===== src/common/sasidf_pkg.sv =====
/*
 * Constants, types and the frame CRC shared by both ends of the
 * identification frame link.
 * Assumes one 40 MHz link-layer clock for both ends.
 */
package sasidf_pkg;

    // Frame geometry
    localparam logic [4:0] IDX_FIRST    = 5'h00;
    localparam logic [4:0] IDX_BODY_END = 5'h1B;
    localparam logic [4:0] IDX_LAST     = 5'h1F;
    localparam int         BODY_BYTES   = 28;
    localparam int         ADDR_BYTES   = 8;

    // Byte positions inside the frame
    localparam int B_TYPE   = 0;
    localparam int B_REASON = 1;
    localparam int B_INIT   = 2;
    localparam int B_TGT    = 3;
    localparam int B_NAME   = 4;
    localparam int B_ADDR   = 12;
    localparam int B_PHY    = 20;
    localparam int B_CAP    = 21;
    localparam int B_PDIS   = 22;

    // Header codes
    localparam logic [3:0] AFT_IDENTIFY = 4'h0;
    localparam logic [3:0] AFT_OPEN     = 4'h1;
    localparam logic [2:0] DEV_END      = 3'h1;
    localparam logic [2:0] INIT_BITS    = 3'h0;
    localparam logic [2:0] TGT_BITS     = 3'h4;

    // Link reset reasons
    localparam logic [3:0] RSN_POWER_ON  = 4'h0;
    localparam logic [3:0] RSN_OPEN      = 4'h1;
    localparam logic [3:0] RSN_HARD_RST  = 4'h2;
    localparam logic [3:0] RSN_SYNC_LOSS = 4'h4;
    localparam logic [3:0] RSN_BREAK_TMO = 4'h7;
    localparam logic [3:0] RSN_PHY_TEST  = 4'h8;

    // Power capable codes
    localparam logic [1:0] PWRC_NONE     = 2'h0;
    localparam logic [1:0] PWRC_CONSUMER = 2'h1;
    localparam logic [1:0] PWRC_MANAGER  = 2'h2;
    localparam logic [1:0] PWRC_RSVD     = 2'h3;

    // Capability bit values
    localparam logic PERSIST_CAP  = 1'b0;
    localparam logic ZONE_PERSIST = 1'b0;
    localparam logic ZONE_REQ     = 1'b0;
    localparam logic BRK_REPLY_OK = 1'b1;
    localparam logic PWR_DIS_OK   = 1'b1;

    // Frame CRC
    localparam logic [31:0] CRC_POLY = 32'h04C11DB7;
    localparam logic [31:0] CRC_INIT = 32'hFFFFFFFF;

    // Link FIFO shape: data byte plus start and end marks
    localparam int LNK_W      = 10;
    localparam int FIFO_DEPTH = 8;

    // Primitives exchanged beside the frames
    typedef enum logic [3:0] {
        PR_NONE        = 4'h0,
        PR_PWR_REQ     = 4'h1,
        PR_PWR_DONE    = 4'h2,
        PR_PWR_ACK     = 4'h3,
        PR_PWR_GRANT   = 4'h4,
        PR_BREAK       = 4'h5,
        PR_BREAK_REPLY = 4'h6,
        PR_COMINIT     = 4'h7,
        PR_COMWAKE     = 4'h8
    } sasidf_prim_e;

    // One byte into the CRC, most significant bit first
    function automatic logic [31:0] sasidf_crc_byte(
        input logic [31:0] c,
        input logic [7:0]  d
    );
        logic [31:0] r;
        r = c;
        for (int i = 7; i >= 0; i--)
        begin
            r = (r[31] ^ d[i]) ? ((r << 1) ^ CRC_POLY) : (r << 1);
        end
        return r;
    endfunction

endpackage


===== src/common/sasidf_link_if.sv =====
/*
 * Link between the device end and the far phy end.
 * Assumes both ends share the clock given to the interface.
 */
`timescale 1ns/1ps
interface sasidf_link_if
    import sasidf_pkg::*;
(
    input wire logic i_mclk,
    input wire logic i_nrst
);
    logic         afr_valid;
    logic         afr_ready;
    logic [7:0]   afr_data;
    logic         afr_sof;
    logic         afr_eof;
    sasidf_prim_e dprim;
    sasidf_prim_e hprim;
    logic         phy_ready;
    logic         conn_open;

    modport dev_mp (
        output afr_valid, afr_data, afr_sof, afr_eof, dprim,
        input  afr_ready, hprim, phy_ready, conn_open
    );

    modport host_mp (
        input  afr_valid, afr_data, afr_sof, afr_eof, dprim,
        output afr_ready, hprim, phy_ready, conn_open
    );
endinterface


===== src/verilog/sasidf_dev.sv =====
/*
 * Device end: identification frame builder feeding the link FIFO,
 * with power, break and low power primitive handling.
 * Assumes the far end drives phy_ready, conn_open and the primitives
 * on the same clock, and keeps its own side of the link.
 */
// What this block does
// - Byte 0: reserved, device type, frame type
// - Frame type 0 identify, 1 open
// - Frames sent only with no connection open
// - Identify sent only after phy reset completes
// - Device type 001b, frame type zero
// - All three initiator bits cleared
// - Target bits set to 100b
// - Name, address, phy identifier in place
// - Reason nibble reports link reset cause
// - Persistent connection bit cleared
// - Both zoning bits cleared
// - Power code 00b: no power primitives
// - Code 01b: request, done, acknowledge grant
// - Code 10b: manager acknowledges and grants; this block has no manager logic and sends no power primitives then
// - One power request outstanding at most
// - Low power held off during extra power
// - Slumber bit, slumber wakes on COM only
// - Partial bit, partial wakes on COM only
// - Break reply bit set, break answered
// - Power disable bit set, rest zero
`timescale 1ns/1ps

////////////////////////////////////////////////////////////////////////
module sasidf_dev
    import sasidf_pkg::*;
(
    // Clock and reset
    input  wire logic        i_mclk,
    input  wire logic        i_nrst,
    // Link to the far phy
    sasidf_link_if.dev_mp    lnk,
    // Identity contents
    input  wire logic [63:0] i_dev_name,
    input  wire logic [63:0] i_sas_addr,
    input  wire logic [7:0]  i_phy_id,
    input  wire logic [3:0]  i_reason,
    // Advertised capabilities
    input  wire logic [1:0]  i_pwr_cap,
    input  wire logic        i_slumber_en,
    input  wire logic        i_partial_en,
    // Power consumer requests
    input  wire logic        i_pwr_req,
    input  wire logic        i_pwr_done,
    input  wire logic        i_low_power,
    output logic             o_pwr_granted,
    output logic             o_lp_disable,
    // Phy power conditions
    input  wire logic        i_enter_slumber,
    input  wire logic        i_enter_partial,
    output logic             o_slumber,
    output logic             o_partial,
    // Status
    output logic             o_id_sent
);
    // Gray codes along the send path
    typedef enum logic [1:0] {
        ID_WAIT = 2'b00,
        ID_BODY = 2'b01,
        ID_CRC  = 2'b11,
        ID_DONE = 2'b10
    } sasidf_id_e;
    typedef enum logic [1:0] {
        PW_IDLE = 2'b00,
        PW_WAIT = 2'b01,
        PW_HELD = 2'b11
    } sasidf_pw_e;
    typedef struct packed {
        sasidf_id_e                 id_st;
        logic [4:0]                 idx;
        logic [31:0]                crc;
        logic [BODY_BYTES-1:0][7:0] frm;
        sasidf_pw_e                 pw_st;
        logic                       ack_pend;
        logic                       slumber;
        logic                       partial;
        sasidf_prim_e               dprim;
    } sasidf_dev_s;
    sasidf_dev_s                q;
    sasidf_dev_s                n;
    logic [BODY_BYTES-1:0][7:0] build;
    logic [1:0]                 eff_cap;
    logic [1:0]                 adv_cap;
    logic                       push_vld;
    logic                       push_rdy;
    logic [LNK_W-1:0]           push_data;
    logic [LNK_W-1:0]           pop_data;
    logic [31:0]                crc_fin;
    sasidf_prim_e               rx;
    // Reserved power code is advertised as no power management
    assign eff_cap = (i_pwr_cap == PWRC_RSVD) ? PWRC_NONE : i_pwr_cap;
    assign adv_cap = q.frm[B_CAP][6:5];
    assign crc_fin = (~q.crc) << {q.idx[1:0], 3'b000};
    // Frame contents from the identity inputs
    always_comb
    begin
        build = '0;
        build[B_TYPE] = {1'b0, DEV_END, AFT_IDENTIFY};
        build[B_REASON] = {4'h0, i_reason};
        build[B_INIT][3:1] = INIT_BITS;
        build[B_TGT][3:1] = TGT_BITS;
        for (int i = 0; i < ADDR_BYTES; i++)
        begin
            build[B_NAME + i] = i_dev_name[63 - 8*i -: 8];
            build[B_ADDR + i] = i_sas_addr[63 - 8*i -: 8];
        end
        build[B_PHY] = i_phy_id;
        build[B_CAP] = {PERSIST_CAP, eff_cap, i_slumber_en,
                        i_partial_en, ZONE_PERSIST, ZONE_REQ,
                        BRK_REPLY_OK};
        build[B_PDIS] = {7'h00, PWR_DIS_OK};
    end

    // Frame sender, power handshake and phy power conditions
    always_comb
    begin
        n = q;
        n.dprim = PR_NONE;
        push_vld = 1'b0;
        push_data = '0;
        rx = lnk.hprim;
        case (q.id_st)
            ID_WAIT:
            begin
                if (lnk.phy_ready && !lnk.conn_open)
                begin
                    n.frm = build;
                    n.idx = IDX_FIRST;
                    n.crc = CRC_INIT;
                    n.id_st = ID_BODY;
                end
            end
            ID_BODY:
            begin
                push_vld = 1'b1;
                push_data = {q.idx == IDX_FIRST, 1'b0, q.frm[q.idx]};
                if (push_rdy)
                begin
                    n.crc = sasidf_crc_byte(q.crc, q.frm[q.idx]);
                    n.idx = q.idx + 5'h01;
                    if (q.idx == IDX_BODY_END)
                        n.id_st = ID_CRC;
                end
            end
            ID_CRC:
            begin
                push_vld = 1'b1;
                push_data = {1'b0, q.idx == IDX_LAST, crc_fin[31:24]};
                if (push_rdy)
                begin
                    n.idx = q.idx + 5'h01;
                    if (q.idx == IDX_LAST)
                        n.id_st = ID_DONE;
                end
            end
            default:
            begin
                if (!lnk.phy_ready)
                    n.id_st = ID_WAIT;
            end
        endcase
        // A new phy reset restarts identification
        if (!lnk.phy_ready)
            n.id_st = ID_WAIT;

        // Asleep, only COMINIT or COMWAKE is seen, and it wakes us
        if (q.slumber || q.partial)
        begin
            if (rx == PR_COMINIT || rx == PR_COMWAKE)
            begin
                n.slumber = 1'b0;
                n.partial = 1'b0;
            end
            rx = PR_NONE;
        end

        // Break reply wins the primitive slot
        if (rx == PR_BREAK)
            n.dprim = PR_BREAK_REPLY;

        // Consumer handshake; one request in flight at a time
        case (q.pw_st)
            PW_IDLE:
            begin
                if (adv_cap == PWRC_CONSUMER && i_pwr_req &&
                    !i_low_power && !q.slumber && !q.partial &&
                    n.dprim == PR_NONE)
                begin
                    n.dprim = PR_PWR_REQ;
                    n.pw_st = PW_WAIT;
                end
            end
            PW_WAIT:
            begin
                if (rx == PR_PWR_GRANT)
                begin
                    n.ack_pend = 1'b1;
                    n.pw_st = PW_HELD;
                end
            end
            default:
            begin
                if (i_pwr_done && !q.ack_pend && n.dprim == PR_NONE)
                begin
                    n.dprim = PR_PWR_DONE;
                    n.pw_st = PW_IDLE;
                end
            end
        endcase
        // Acknowledge waits only behind a break reply
        if (q.ack_pend && n.dprim == PR_NONE)
        begin
            n.dprim = PR_PWR_ACK;
            n.ack_pend = 1'b0;
        end

        // Low power barred while extra power is asked for or in use;
        // a request in this very cycle must not be swallowed by sleep
        if (n.pw_st == PW_IDLE && !q.slumber && !q.partial)
        begin
            if (i_enter_slumber && q.frm[B_CAP][4])
                n.slumber = 1'b1;
            else if (i_enter_partial && q.frm[B_CAP][3])
                n.partial = 1'b1;
        end
    end

    always_ff @(posedge i_mclk or negedge i_nrst)
    begin
        if (!i_nrst)
        begin
            q <= '0;
            q.id_st <= ID_WAIT;
            q.pw_st <= PW_IDLE;
            q.dprim <= PR_NONE;
        end
        else
        begin
            q <= n;
        end
    end

    // Link FIFO; the far end may stall it, which stalls the sender
    sasidf_fifo #(
        .WIDTH (LNK_W),
        .DEPTH (FIFO_DEPTH)
    ) u_fifo (
        .i_mclk      (i_mclk),
        .i_nrst      (i_nrst),
        .i_in_valid  (push_vld),
        .o_in_ready  (push_rdy),
        .i_in_data   (push_data),
        .o_out_valid (lnk.afr_valid),
        .i_out_ready (lnk.afr_ready),
        .o_out_data  (pop_data)
    );

    // Start and end marks stand for the frame delimiters
    assign lnk.afr_sof = pop_data[9];
    assign lnk.afr_eof = pop_data[8];
    assign lnk.afr_data = pop_data[7:0];
    assign lnk.dprim = q.dprim;

    assign o_pwr_granted = (q.pw_st == PW_HELD);
    assign o_lp_disable = (q.pw_st != PW_IDLE);
    assign o_slumber = q.slumber;
    assign o_partial = q.partial;
    assign o_id_sent = (q.id_st == ID_DONE);
endmodule


===== src/verilog/sasidf_host.sv =====
/*
 * Far phy end: receives and checks identification frames and acts
 * as a power manager and break source.
 * Also holds the link FIFO that the device end instantiates.
 * Assumes the device end shares this clock.
 */
`timescale 1ns/1ps

////////////////////////////////////////////////////////////////////////
module sasidf_fifo #(
    parameter int WIDTH = 8,
    parameter int DEPTH = 8
) (
    // Clock and reset
    input  wire logic             i_mclk,
    input  wire logic             i_nrst,
    // Fill side
    input  wire logic             i_in_valid,
    output logic                  o_in_ready,
    input  wire logic [WIDTH-1:0] i_in_data,
    // Drain side
    output logic                  o_out_valid,
    input  wire logic             i_out_ready,
    output logic [WIDTH-1:0]      o_out_data
);
    localparam int AW = $clog2(DEPTH);

    typedef struct packed {
        logic [DEPTH-1:0][WIDTH-1:0] mem;
        logic [AW:0]                 wr;
        logic [AW:0]                 rd;
    } sasidf_fifo_s;

    sasidf_fifo_s q;
    sasidf_fifo_s n;
    logic         full;
    logic         empty;

    // Extra pointer bit tells full from empty
    assign empty = (q.wr == q.rd);
    assign full  = (q.wr[AW] != q.rd[AW]) &&
                   (q.wr[AW-1:0] == q.rd[AW-1:0]);
    assign o_in_ready  = !full;
    assign o_out_valid = !empty;
    assign o_out_data  = q.mem[q.rd[AW-1:0]];

    // Pointer and storage update
    always_comb
    begin
        n = q;
        if (i_in_valid && !full)
        begin
            n.mem[q.wr[AW-1:0]] = i_in_data;
            n.wr = q.wr + 1'b1;
        end
        if (i_out_ready && !empty)
        begin
            n.rd = q.rd + 1'b1;
        end
    end

    always_ff @(posedge i_mclk or negedge i_nrst)
    begin
        if (!i_nrst)
            q <= '0;
        else
            q <= n;
    end
endmodule



===== src/flat_wrapper.sv =====
// flat-port wrapper written by rule: the top's interface ports become plain ports
module sasidf_dev_flat import sasidf_pkg::*;
  (i_mclk, i_nrst, i_dev_name, i_sas_addr, i_phy_id, i_reason, i_pwr_cap, i_slumber_en, i_partial_en, i_pwr_req, i_pwr_done, i_low_power, o_pwr_granted, o_lp_disable, i_enter_slumber, i_enter_partial, o_slumber, o_partial, o_id_sent, lnk_afr_valid, lnk_afr_data, lnk_afr_sof, lnk_afr_eof, lnk_dprim, lnk_afr_ready, lnk_hprim, lnk_phy_ready, lnk_conn_open);
  sasidf_link_if lnk_i (.i_mclk(i_mclk), .i_nrst(i_nrst));
  input  wire logic i_mclk;
  input  wire logic i_nrst;
  input  wire logic [63:0] i_dev_name;
  input  wire logic [63:0] i_sas_addr;
  input  wire logic [7:0] i_phy_id;
  input  wire logic [3:0] i_reason;
  input  wire logic [1:0] i_pwr_cap;
  input  wire logic i_slumber_en;
  input  wire logic i_partial_en;
  input  wire logic i_pwr_req;
  input  wire logic i_pwr_done;
  input  wire logic i_low_power;
  output logic o_pwr_granted;
  output logic o_lp_disable;
  input  wire logic i_enter_slumber;
  input  wire logic i_enter_partial;
  output logic o_slumber;
  output logic o_partial;
  output logic o_id_sent;
  output wire logic [$bits(lnk_i.afr_valid)-1:0] lnk_afr_valid;
  output wire logic [$bits(lnk_i.afr_data)-1:0] lnk_afr_data;
  output wire logic [$bits(lnk_i.afr_sof)-1:0] lnk_afr_sof;
  output wire logic [$bits(lnk_i.afr_eof)-1:0] lnk_afr_eof;
  output wire logic [$bits(lnk_i.dprim)-1:0] lnk_dprim;
  input wire logic [$bits(lnk_i.afr_ready)-1:0] lnk_afr_ready;
  input wire logic [$bits(lnk_i.hprim)-1:0] lnk_hprim;
  input wire logic [$bits(lnk_i.phy_ready)-1:0] lnk_phy_ready;
  input wire logic [$bits(lnk_i.conn_open)-1:0] lnk_conn_open;
  assign lnk_afr_valid = lnk_i.afr_valid;
  assign lnk_afr_data = lnk_i.afr_data;
  assign lnk_afr_sof = lnk_i.afr_sof;
  assign lnk_afr_eof = lnk_i.afr_eof;
  assign lnk_dprim = lnk_i.dprim;
  assign lnk_i.afr_ready = lnk_afr_ready;
  assign lnk_i.hprim = lnk_hprim;
  assign lnk_i.phy_ready = lnk_phy_ready;
  assign lnk_i.conn_open = lnk_conn_open;
  sasidf_dev u_core (.i_mclk(i_mclk), .i_nrst(i_nrst), .lnk(lnk_i), .i_dev_name(i_dev_name), .i_sas_addr(i_sas_addr), .i_phy_id(i_phy_id), .i_reason(i_reason), .i_pwr_cap(i_pwr_cap), .i_slumber_en(i_slumber_en), .i_partial_en(i_partial_en), .i_pwr_req(i_pwr_req), .i_pwr_done(i_pwr_done), .i_low_power(i_low_power), .o_pwr_granted(o_pwr_granted), .o_lp_disable(o_lp_disable), .i_enter_slumber(i_enter_slumber), .i_enter_partial(i_enter_partial), .o_slumber(o_slumber), .o_partial(o_partial), .o_id_sent(o_id_sent));
endmodule

===== config.mk =====
export PLATFORM = sky130hd
export DESIGN_NAME = sasidf_dev_flat
export DESIGN_NICKNAME = d
export VERILOG_FILES = /design/src/common/sasidf_pkg.sv /design/src/common/sasidf_link_if.sv /design/src/verilog/sasidf_dev.sv /design/src/verilog/sasidf_host.sv /design/src/flat_wrapper.sv
export SDC_FILE = /design/constraint.sdc
export NUM_CORES = 1
export LEC_CHECK = 0
export BUFFER_PORTS_ARGS = -buffer_cell sky130_fd_sc_hd__buf_2
export CORE_MARGIN = 5
export CORE_UTILIZATION = 59
export CTS_CLUSTER_SIZE = 14
export DETAILED_ROUTE_END_ITERATION = 10
export HOLD_SLACK_MARGIN = 0.02
export PLACE_DENSITY = 0.89
export SYNTH_ARGS = -nofsm -noshare
export SYNTH_HDL_FRONTEND = slang
export SYNTH_HIERARCHICAL = 1
export SYNTH_SLANG_ARGS = --single-unit

===== constraint.sdc =====
create_clock -name i_mclk -period 3.9 [get_ports i_mclk]
set_input_delay 0.195 -clock i_mclk [delete_from_list [all_inputs] [get_ports i_mclk]]
set_output_delay 0.195 -clock i_mclk [all_outputs]
set_load 0.005 [all_outputs]

==> results of run 1 <==
-- cell type report --
cell class	instances	area, um^2
Antenna cell	3	7.507
Clock buffer	41	830.8
Clock inverter	10	96.34
Fill cell	1345	5742
Inverter	9	33.78
Multi-Input combinational cell	947	6648
Sequential cell	280	7010
Tap cell	319	399.1
Timing Repair Buffer	363	2705
-- registers in the layout, indices dropped and copies added, names as in the netlist --
name and cells:
u_core/adv_cap 2, u_core/u_fifo/q 88, u_core/lnk.dprim 3, u_core/q 185, u_core/o_slumber 1, u_core/o_partial 1
-- critical path, cell delays in order (launching register included) --
cell      delay [ns]
dfrtp_4         0.73
buf_4           0.39
mux2i_1         0.32
o32ai_1         0.14
a221oi_1        0.40
o31ai_2         0.22
xor2_2          0.37
xnor2_1         0.10
buf_4           0.17
xnor2_2         0.28
xnor3_1         0.26
o21ai_1         0.13
-- Yosys cell counts (13+ instances only) --
master / number / area [um^2]
a211oi_1: 13 / 97.59
a21oi_1: 36 / 180.2
clkbuf_1: 44 / 165.2
dfrtp_1: 280 / 7007
mux2_2: 71 / 799.5
mux2_4: 29 / 435.4
mux2i_1: 27 / 270.3
mux4_2: 42 / 945.9
nand2_1: 450 / 1689
nand3_1: 15 / 75.07
nor2_1: 57 / 214.0
o21ai_0: 13 / 65.06
xnor2_1: 52 / 455.4
xor2_1: 18 / 157.7
-- cell families after synthesis --
logic type,synth area share
other cells,0.0002659
buf+inv,0.03345
compound gates,0.05377
xor+xnor,0.06522
mux,0.1770
fa+ha+maj,0.004437
flops,0.4969
simple gates,0.1689
-- through the flow --
stage                     total power, W    util  instance area (um^2)  cells
after floorplan                 0.009047       -                 14100   1315
after global placement           0.01022  0.6496                 15250   1764
after detailed placement         0.01040  0.6496                 15250   1764
after CTS                        0.01330  0.7547                 17720   1969
after global routing             0.01424  0.7554                 17730   1972
final                            0.01358  0.7554                 17730   1972
-- routing by layer --
metal | GRT usage | part of all wire
met5 | 0 | 0
met4 | 0.1917 | 0.067
met3 | 0.05615 | 0.087
met2 | 0.5690 | 0.49
met1 | 0.4148 | 0.35
-- what timing repair did --
item / CTS / global route
hold buffers: 154 / 0
setup endpoints to repair: 0 / 2
gates resized for setup: 0 / 1
endpoints found under the hold margin: 276 / 0
-- where the power goes --
part,internal [W],total [W],switching (W)
combinational,0.00313,0.00643,0.00330
clock,0.00155,0.00275,0.00120
sequential,0.00366,0.00440,0.000745
total,0.00834,0.0136,0.00524
-- worst max path at each step --
| stage | from | end | slack (ns) | depth (start not counted) |
|---|---|---|---|---|
| floorplan | u_core/q[265] | u_core/q[245] | 0.97 | 10 |
| global placement | u_core/q[265] | u_core/q[239] | 0.51 | 10 |
| detailed placement | u_core/q[265] | u_core/q[246] | 0.43 | 10 |
| CTS | u_core/q[265] | u_core/q[246] | 0.38 | 10 |
| global route | u_core/q[265] | u_core/q[245] | 0.02 | 11 |
| finish | u_core/q[265] | u_core/q[245] | 0.27 | 11 |
==> key figures, run 1 <==
Cells and area
  – Proportion of layout cells with a drive suffix above 1: 0.2630
  – Layout area overhead: 25.74%
  – Most frequent cells in the layout: 450 x nand2_1, 279 x dfrtp_1, 175 x buf_2
  – Nets@finish: roughly 1800
  – Commonest non-fill, non-tap cell in the layout: nand2_1

Logic synthesis
  – Post-synthesis register bit count: 280
  – Number of synthesized flops with an enable pin: 0
  – Top FF cell, synth: dfrtp_1
  – Fraction of registers with async set/reset: 1.000
  – Ys Warns: 6
  – Synthesized net count: 1478
  – Mapped cell area: roughly 14000 um^2
  – Synthesized area per cell: 10.72 um^2
  – Sequential cell area fraction in the yosys report: 0.4969
  – Netlist cell types: 71
  – Post-synthesis cell count: ~1300

Clock tree
  – Clk root buf: clkbuf_16
  – Clock Sinks: 280
  – Cts bufs inserted: 29
  – CTS tree: done
  – Clock tree buffer depth: 3
  – CTS H-tree lvls: 1
  – Worst-Skew Late Latency: about 0.57 ns
  – Reg clk slew, reported paths: ~0.07 ns
  – # Post-CTS Setup Buffers: 0

Drt
  – DRC: 0
  – Remaining antenna violation count: 0
  – Routed wire length: about 45000 um
  – 1st-iter DRT viols: 1592
  – Routed WL per cell: ~23 um
  – Post-DR vias/cell: around 6.0
  – Pre-antenna DRT Iters: 6
  – Vias: 11803

Floorplan
  – Initial Util: 0.6007
  – Core area: 23470 um^2
  – Core Rows: 56
  – Die Wd: approximately 160 um
  – DIE AREA: approximately 27000 um^2
  – I/O pin cnt: 178
  – Die Y: 164.6 um

STA
  – Worst-margin pin slew: between 1 and 1.5 ns
  – Max-slew violation count: 0
  – Fmax: around 280 MHz
  – Final number of hold-violating endpoints: 0
  – Tmin final: around 3.6 ns
  – Setup WS post-layout: around 0.27 ns
  – RSZ-0062 raised after global routing: no
  – Worst relative slew slack: 0.2147
  – Setup-failing EPs final: 0
  – Post-route clock period utilization: 0.9305
  – Setup TNS: 0 ns
  – Hold Slack: 0.03783 ns
  – Clk_skew: approximately 0.038 ns

Placement
  – Placed wire-length estimate: roughly 25000 um
  – Placer Congestion: around 0.88
  – Worst slack, placed: between 0.4 and 0.5 ns
  – Number of port buffers: around 180

Hold path
  – Worst min-delay path class: in -> reg
  – Hold Crit Depth: 4
  – Hold endpoint: u_core/o_partial
  – HP Start: i_enter_partial

GRT
  – Vias in the first global route: 12675
  – First-pass GRT wire length: between 70000 and 80000 um
  – GRT Overall Usage: 0.3378
  – Pin count of the biggest net entering global routing: approximately 130
  – Antenna violations before repair: 3
  – Overflow after GRT: 0

Power and ir drop
  – Worst VDD drop: a little over 0.5 mV
  – Leak: roughly 8.5 nW
  – P per Cell Area: 766.1 nW/um^2

Run status
  – Status: completed

Critical path
  – Crit. End Element: flip-flop
  – Worst path required time: 4.36 ns
  – Setup crit start kind: flip-flop
  – Critical R2R Launch: u_core/q[265]
  – Crit path DAT: about 4.1 ns
  – Cell count of the worst reg-to-reg path: 11
  – Reg2reg setup slack: ~0.27 ns
  – Critical R2R Capture: u_core/q[245]
  – CP max FO: 28
  – CP Class: reg -> reg

Job
  – Max cap viols: 0
No activity file was read; power rests on OpenSTA's default activity.
==> inputs of run 2 (changes only) <==
Settings changed: MAX_ROUTING_LAYER from default to met4.
==> key figures, run 2 (synthesis results as in run 1) <==
GRT
  – First-pass GRT wire length: 74120 um (was 70590 um)
  – Overflow after GRT: 0 (unchanged)
  – Antenna violations before repair: 5 (was 3)
  – Vias in the first global route: 12986 (was 12675)
  – Pin count of the biggest net entering global routing: 102 (was 128)
  – GRT Overall Usage: 0.3693 (was 0.3378)

Drt
  – Pre-antenna DRT Iters: 6 (unchanged)
  – Routed WL per cell: 24.34 um (was 22.72 um)
  – Post-DR vias/cell: 6.223 (was 5.985)
  – 1st-iter DRT viols: 1677 (was 1592)
  – Routed wire length: 47970 um (was 44810 um)
  – Vias: 12266 (was 11803)
  – DRC: 0 (unchanged)
  – Remaining antenna violation count: 0 (unchanged)

Cells and area
  – Fillers: 1298 (was 1345)
  – Finished Cell Area: 17760 um^2 (was 17730 um^2)
  – Commonest non-fill, non-tap cell in the layout: nand2_1 (unchanged)
  – Top reg by flops: u_core/q (unchanged)
  – Largest registers: u_core/q (185), u_core/u_fifo/q (88), u_core/lnk.dprim (3) (unchanged)
  – Proportion of layout cells with a drive suffix above 1: 0.2611 (was 0.2630)
  – Post-route insts no fill: 1971 (was 1972)
  – Nets@finish: 1790 (was 1793)
  – Layout area overhead: 25.94% (was 25.74%)
  – Final Core Density: 0.7566 (was 0.7554)
  – Max reg flops: 185 (unchanged)
  – Most frequent cells in the layout: 450 x nand2_1, 279 x dfrtp_1, 175 x buf_2 (unchanged)

STA
  – Worst-margin pin slew: 1.075 ns (was 1.171 ns)
  – Fmax: 280.5 MHz (was 275.6 MHz)
  – Setup TNS: 0 ns (unchanged)
  – RSZ-0062 raised after global routing: no (unchanged)
  – Final number of hold-violating endpoints: 0 (unchanged)
  – Worst relative slew slack: 0.2834 (was 0.2147)
  – Post-route clock period utilization: 0.9142 (was 0.9305)
  – Max-slew violation count: 0 (unchanged)
  – Tmin final: 3.565 ns (was 3.629 ns)
  – Clk_skew: 0.03779 ns (was 0.03796 ns)
  – Setup-failing EPs final: 0 (unchanged)

Floorplan
  – Die Wd: 164.6 um (unchanged)
  – DIE AREA: 27090 um^2 (unchanged)
  – Initial Util: 0.6007 (unchanged)
  – Core Rows: 56 (unchanged)
  – I/O pin cnt: 178 (unchanged)
  – Die Y: 164.6 um (unchanged)
  – Core area: 23470 um^2 (unchanged)

Placement
  – Placed wire-length estimate: 25440 um (was 25030 um)
  – Number of port buffers: 176 (unchanged)
  – DP Area: 15260 um^2 (was 15250 um^2)
  – Placer Congestion: 0.9497 (was 0.8846)
  – Placed Cells: 1762 (was 1764)

Power and ir drop
  – Worst VDD drop: 0.4442 mV (was 0.5101 mV)
  – Logic pwr share: 0.471 (was 0.474)
  – Sw frac: 0.3878 (was 0.3860)
  – Cell-internal power: 0.008476 W (was 0.008339 W)
  – Sequential share of power: 0.320 (was 0.324)
  – P per Cell Area: 779.6 nW/um^2 (was 766.1 nW/um^2)
  – Leak: 8.545 nW (was 8.530 nW)
  – P_sw: 0.005370 W (was 0.005244 W)
  – Clock Power Share: 0.209 (was 0.202)

Critical path
  – Crit. End Element: flip-flop (unchanged)
  – CP Class: reg -> reg (unchanged)
  – Crit path DAT: 4.03 ns (was 4.09 ns)
  – Setup crit start kind: flip-flop (unchanged)
  – Worst path required time: 4.37 ns (was 4.36 ns)
  – CP max FO: 29 (was 28)

Clock tree
  – Cts bufs inserted: 29 (unchanged)
  – CTS H-tree lvls: 1 (unchanged)
  – Reg clk slew, reported paths: 0.07 ns (about the same)
  – Resized cells post-CTS: 0 (unchanged)
  – Clk root buf: clkbuf_16 (unchanged)
  – CTS tree: done (unchanged)
  – Worst-Skew Late Latency: 0.57 ns (about the same)
  – Clock tree buffer depth: 3 (unchanged)
  – # Post-CTS Setup Buffers: 0 (unchanged)
  – CTS Hold Buffers Added: 153 (was 154)
  – Clock Sinks: 280 (unchanged)

Job
  – Max cap viols: 0 (unchanged)

Run status
  – Status: completed (unchanged)

Hold path
  – Worst min-delay path class: in -> reg (unchanged)
[run 2: power groups by stage]
stage               logic, W  registers (W)  clock network [W]
floorplan            0.00499        0.00406                  0
global placement     0.00596        0.00431                  0
detailed placement   0.00608        0.00437                  0
CTS                  0.00633        0.00435            0.00284
global route         0.00694        0.00448            0.00302
finish               0.00652        0.00443            0.00289
[run 2: metal layers]
layer  global-route usage  vias to the layer above  share of wire
li1                     -                     5037              -
met1               0.4280                     5849           0.34
met2               0.5852                     1041           0.48
met3              0.06988                      339           0.10
met4               0.2541                        0          0.085
met5                    -                        -              0
[run 2: final timing paths]
| kind | startpoint | endpoint | slack (ns) | cells past startpoint |
|---|---|---|---|---|
| max | u_core/q[265] | u_core/q[245] | 0.33 | 10 |
| min | lnk_hprim[0] | u_core/q[6] | 0.03 | 4 |
| max reg2reg | u_core/q[265] | u_core/q[245] | 0.33 | 10 |
| min reg2reg | u_core/q[137] | u_core/q[137] | 0.48 | 2 |
| max in group asynchronous | i_nrst | u_core/u_fifo/q[60] | 2.59 | 3 |
| min in group asynchronous | i_nrst | u_core/q[132] | 0.25 | 2 |
[run 2: worst max-delay path: stages (launching register included)]
cell	delay [ns]
dfrtp_4	0.75
buf_12	0.25
mux2_1	0.34
a222oi_1	0.38
o21ai_1	0.22
o41ai_4	0.15
xor2_4	0.22
xnor2_2	0.41
xnor2_2	0.19
xnor3_1	0.43
o21ai_1	0.12
[run 2: per-stage QoR]
| step | hold slack [ns] | setup WS [ns] | total power (W) |
|---|---|---|---|
| after floorplan | -0.1006 | 0.9681 | 0.009047 |
| after global placement | 0.2486 | 0.5842 | 0.01027 |
| after detailed placement | 0.2523 | 0.5241 | 0.01045 |
| after CTS | 0.02167 | 0.4621 | 0.01352 |
| after global routing | 0.05712 | 0.2173 | 0.01444 |
| final | 0.03159 | 0.3347 | 0.01385 |
[run 2: layout make-up]
type                       instances  area (um^2)  area share
antenna                            5        12.51   0.0007045
clock buffer                      42        834.6     0.04699
clock inverter                     9        123.9    0.006975
inverter                           9        33.78    0.001902
multi-input combinational        947         6640      0.3739
sequential                       280         7010      0.3947
tap                              319        399.1     0.02247
timing repair buffer             360         2705      0.1523
==> inputs of run 3 (changes only) <==
Settings changed: CELL_PAD_IN_SITES_DETAIL_PLACEMENT from default to 0, CELL_PAD_IN_SITES_GLOBAL_PLACEMENT from default to 1, CORE_UTILIZATION 59 to 46, PLACE_DENSITY 0.89 to 0.88.
Clock period 3.9 ns to 3.55 ns, I/O delays scaled along.
==> key figures, run 3 (synthesis results as in run 1) <==
GRT
  – Pin count of the biggest net entering global routing: 118 (was 102)
  – Vias in the first global route: 11372 (was 12986)
  – GRT Overall Usage: 0.2305 (was 0.3693)
  – First-pass GRT wire length: 61490 um (was 74120 um)
  – Antenna violations before repair: 0 (was 5)
  – Overflow after GRT: 0 (unchanged)

Cells and area
  – Commonest non-fill, non-tap cell in the layout: nand2_1 (unchanged)
  – N_diodes: 0 (was 5)
  – Layout area overhead: 27.88% (was 25.94%)
  – Top reg by flops: u_core/q (unchanged)
  – Proportion of layout cells with a drive suffix above 1: 0.2710 (was 0.2611)
  – Largest registers: u_core/q (185), u_core/u_fifo/q (88), u_core/lnk.dprim (3) (unchanged)
  – Post-route insts no fill: 2064 (was 1971)
  – Max reg flops: 185 (unchanged)
  – Fillers: 2474 (was 1298)
  – Most frequent cells in the layout: 450 x nand2_1, 279 x dfrtp_1, 175 x buf_2 (unchanged)
  – Nets@finish: 1809 (was 1790)
  – Finished Cell Area: 18030 um^2 (was 17760 um^2)

Clock tree
  – Resized cells post-CTS: 0 (unchanged)
  – Cts bufs inserted: 30 (was 29)
  – Reg clk slew, reported paths: 0.06 ns (was 0.07 ns)
  – CTS H-tree lvls: 1 (unchanged)
  – Clock Sinks: 280 (unchanged)
  – Clock tree buffer depth: 3 (unchanged)
  – CTS tree: done (unchanged)
  – Clk root buf: clkbuf_16 (unchanged)
  – Worst-Skew Late Latency: 0.56 ns (was 0.57 ns)

Drt
  – Pre-antenna DRT Iters: 5 (was 6)
  – Post-DR vias/cell: 5.253 (was 6.223)
  – 1st-iter DRT viols: 818 (was 1677)
  – Routed wire length: 38460 um (was 47970 um)
  – Remaining antenna violation count: 0 (unchanged)
  – Vias: 10842 (was 12266)
  – DRC: 0 (unchanged)
  – Routed WL per cell: 18.63 um (was 24.34 um)

Critical path
  – Worst path required time: 4.03 ns (was 4.37 ns)
  – CP Class: reg -> reg (unchanged)
  – Crit. End Element: flip-flop (unchanged)
  – Setup crit start kind: flip-flop (unchanged)
  – Crit path DAT: 3.79 ns (was 4.03 ns)
  – CP max FO: 16 (was 29)

Hold path
  – Worst min-delay path class: in -> reg (unchanged)

Placement
  – Placer Congestion: 0.8540 (was 0.9497)
  – Number of port buffers: 176 (unchanged)
  – DP Area: 15490 um^2 (was 15260 um^2)
  – Placed Cells: 1855 (was 1762)
  – Placed wire-length estimate: 25370 um (was 25440 um)

STA
  – RSZ-0062 raised after global routing: no (unchanged)
  – Max-slew violation count: 0 (unchanged)
  – Worst relative slew slack: 0.2058 (was 0.2834)
  – Fmax: 302.2 MHz (was 280.5 MHz)
  – Clk_skew: 0.02819 ns (was 0.03779 ns)
  – Setup TNS: 0 ns (unchanged)
  – Post-route clock period utilization: 0.9322 (was 0.9142)
  – Final number of hold-violating endpoints: 0 (unchanged)
  – Tmin final: 3.309 ns (was 3.565 ns)
  – Worst-margin pin slew: 1.184 ns (was 1.075 ns)
  – Setup-failing EPs final: 0 (unchanged)

Power and ir drop
  – P_sw: 0.005486 W (was 0.005370 W)
  – Clock Power Share: 0.208 (was 0.209)
  – Cell-internal power: 0.009499 W (was 0.008476 W)
  – Logic pwr share: 0.477 (was 0.471)
  – Worst VDD drop: 0.5955 mV (was 0.4442 mV)
  – Leak: 8.648 nW (was 8.545 nW)
  – P per Cell Area: 831.0 nW/um^2 (was 779.6 nW/um^2)
  – Sw frac: 0.3661 (was 0.3878)
  – Sequential share of power: 0.314 (was 0.320)

Floorplan
  – DIE AREA: 34260 um^2 (was 27090 um^2)
  – Core Rows: 64 (was 56)
  – Die Y: 185.1 um (was 164.6 um)
  – I/O pin cnt: 178 (unchanged)
  – Core area: 30430 um^2 (was 23470 um^2)
  – Initial Util: 0.4634 (was 0.6007)
  – Die Wd: 185.1 um (was 164.6 um)

Job
  – Max cap viols: 0 (unchanged)

Run status
  – Status: completed (unchanged)
run 3: critical path, stage by stage (launching register included):
cell and delay (ns):
dfrtp_4 0.61, buf_4 0.26, mux4_2 0.34, nand2_1 0.05, and3_1 0.24, o32ai_4 0.40, nor2_1 0.09, a211oi_1 0.89
mux2_2 0.32
run 3: routing by layer:
layer  share of wire  track usage  wire length [um]
met1            0.44       0.3133             16960
met2            0.48       0.3748             18560
met3           0.059      0.03260              2278
met4           0.017      0.04786               660
met5               0            -                 0
run 3: layout make-up:
cell class                 count  area [um^2]  area share
sequential                   280         7010      0.3888
multi-input combinational    947         6640      0.3682
timing repair buffer         378         2863      0.1588
clock buffer                  42        865.8     0.04802
tap                          396        495.5     0.02748
clock inverter                12        123.9    0.006869
inverter                       9        33.78    0.001873
run 3: power groups by stage:
stage | logic, W | registers, W | clock network, W
after floorplan | 0.00548 | 0.00446 | 0
after global placement | 0.00684 | 0.00473 | 0
after detailed placement | 0.00695 | 0.00477 | 0
after CTS | 0.00713 | 0.00472 | 0.00317
after global routing | 0.00775 | 0.00480 | 0.00329
final | 0.00715 | 0.00471 | 0.00312
run 3: metrics by stage:
step	util	power (W)	setup slack, ns	hold slack, ns
floorplan	-	0.009939	0.6181	-0.1181
global placement	0.5089	0.01157	0.2817	0.3281
detailed placement	0.5089	0.01172	0.2077	0.3334
CTS	0.5921	0.01502	0.1420	0.02486
global route	0.5926	0.01585	0.07084	0.02904
finish	0.5926	0.01499	0.2408	0.02779
run 3: timing repair:
action	in CTS	in global routing
endpoints found under the setup margin	0	2
hold buffers	154	0
buffers inserted	0	1
hold endpoints to repair	266	0
run 3: path summary, 6_finish.rpt:
check | from | end | slack [ns] | depth (start not counted)
max | u_core/q[265] | u_core/u_fifo/q[41] | 0.24 | 8
min | i_low_power | u_core/lnk.dprim[1] | 0.03 | 4
max reg2reg | u_core/q[265] | u_core/u_fifo/q[41] | 0.24 | 8
min reg2reg | u_core/q[75] | u_core/q[75] | 0.47 | 2
max in group asynchronous | i_nrst | u_core/q[90] | 2.26 | 3
min in group asynchronous | i_nrst | u_core/q[6] | 0.27 | 2
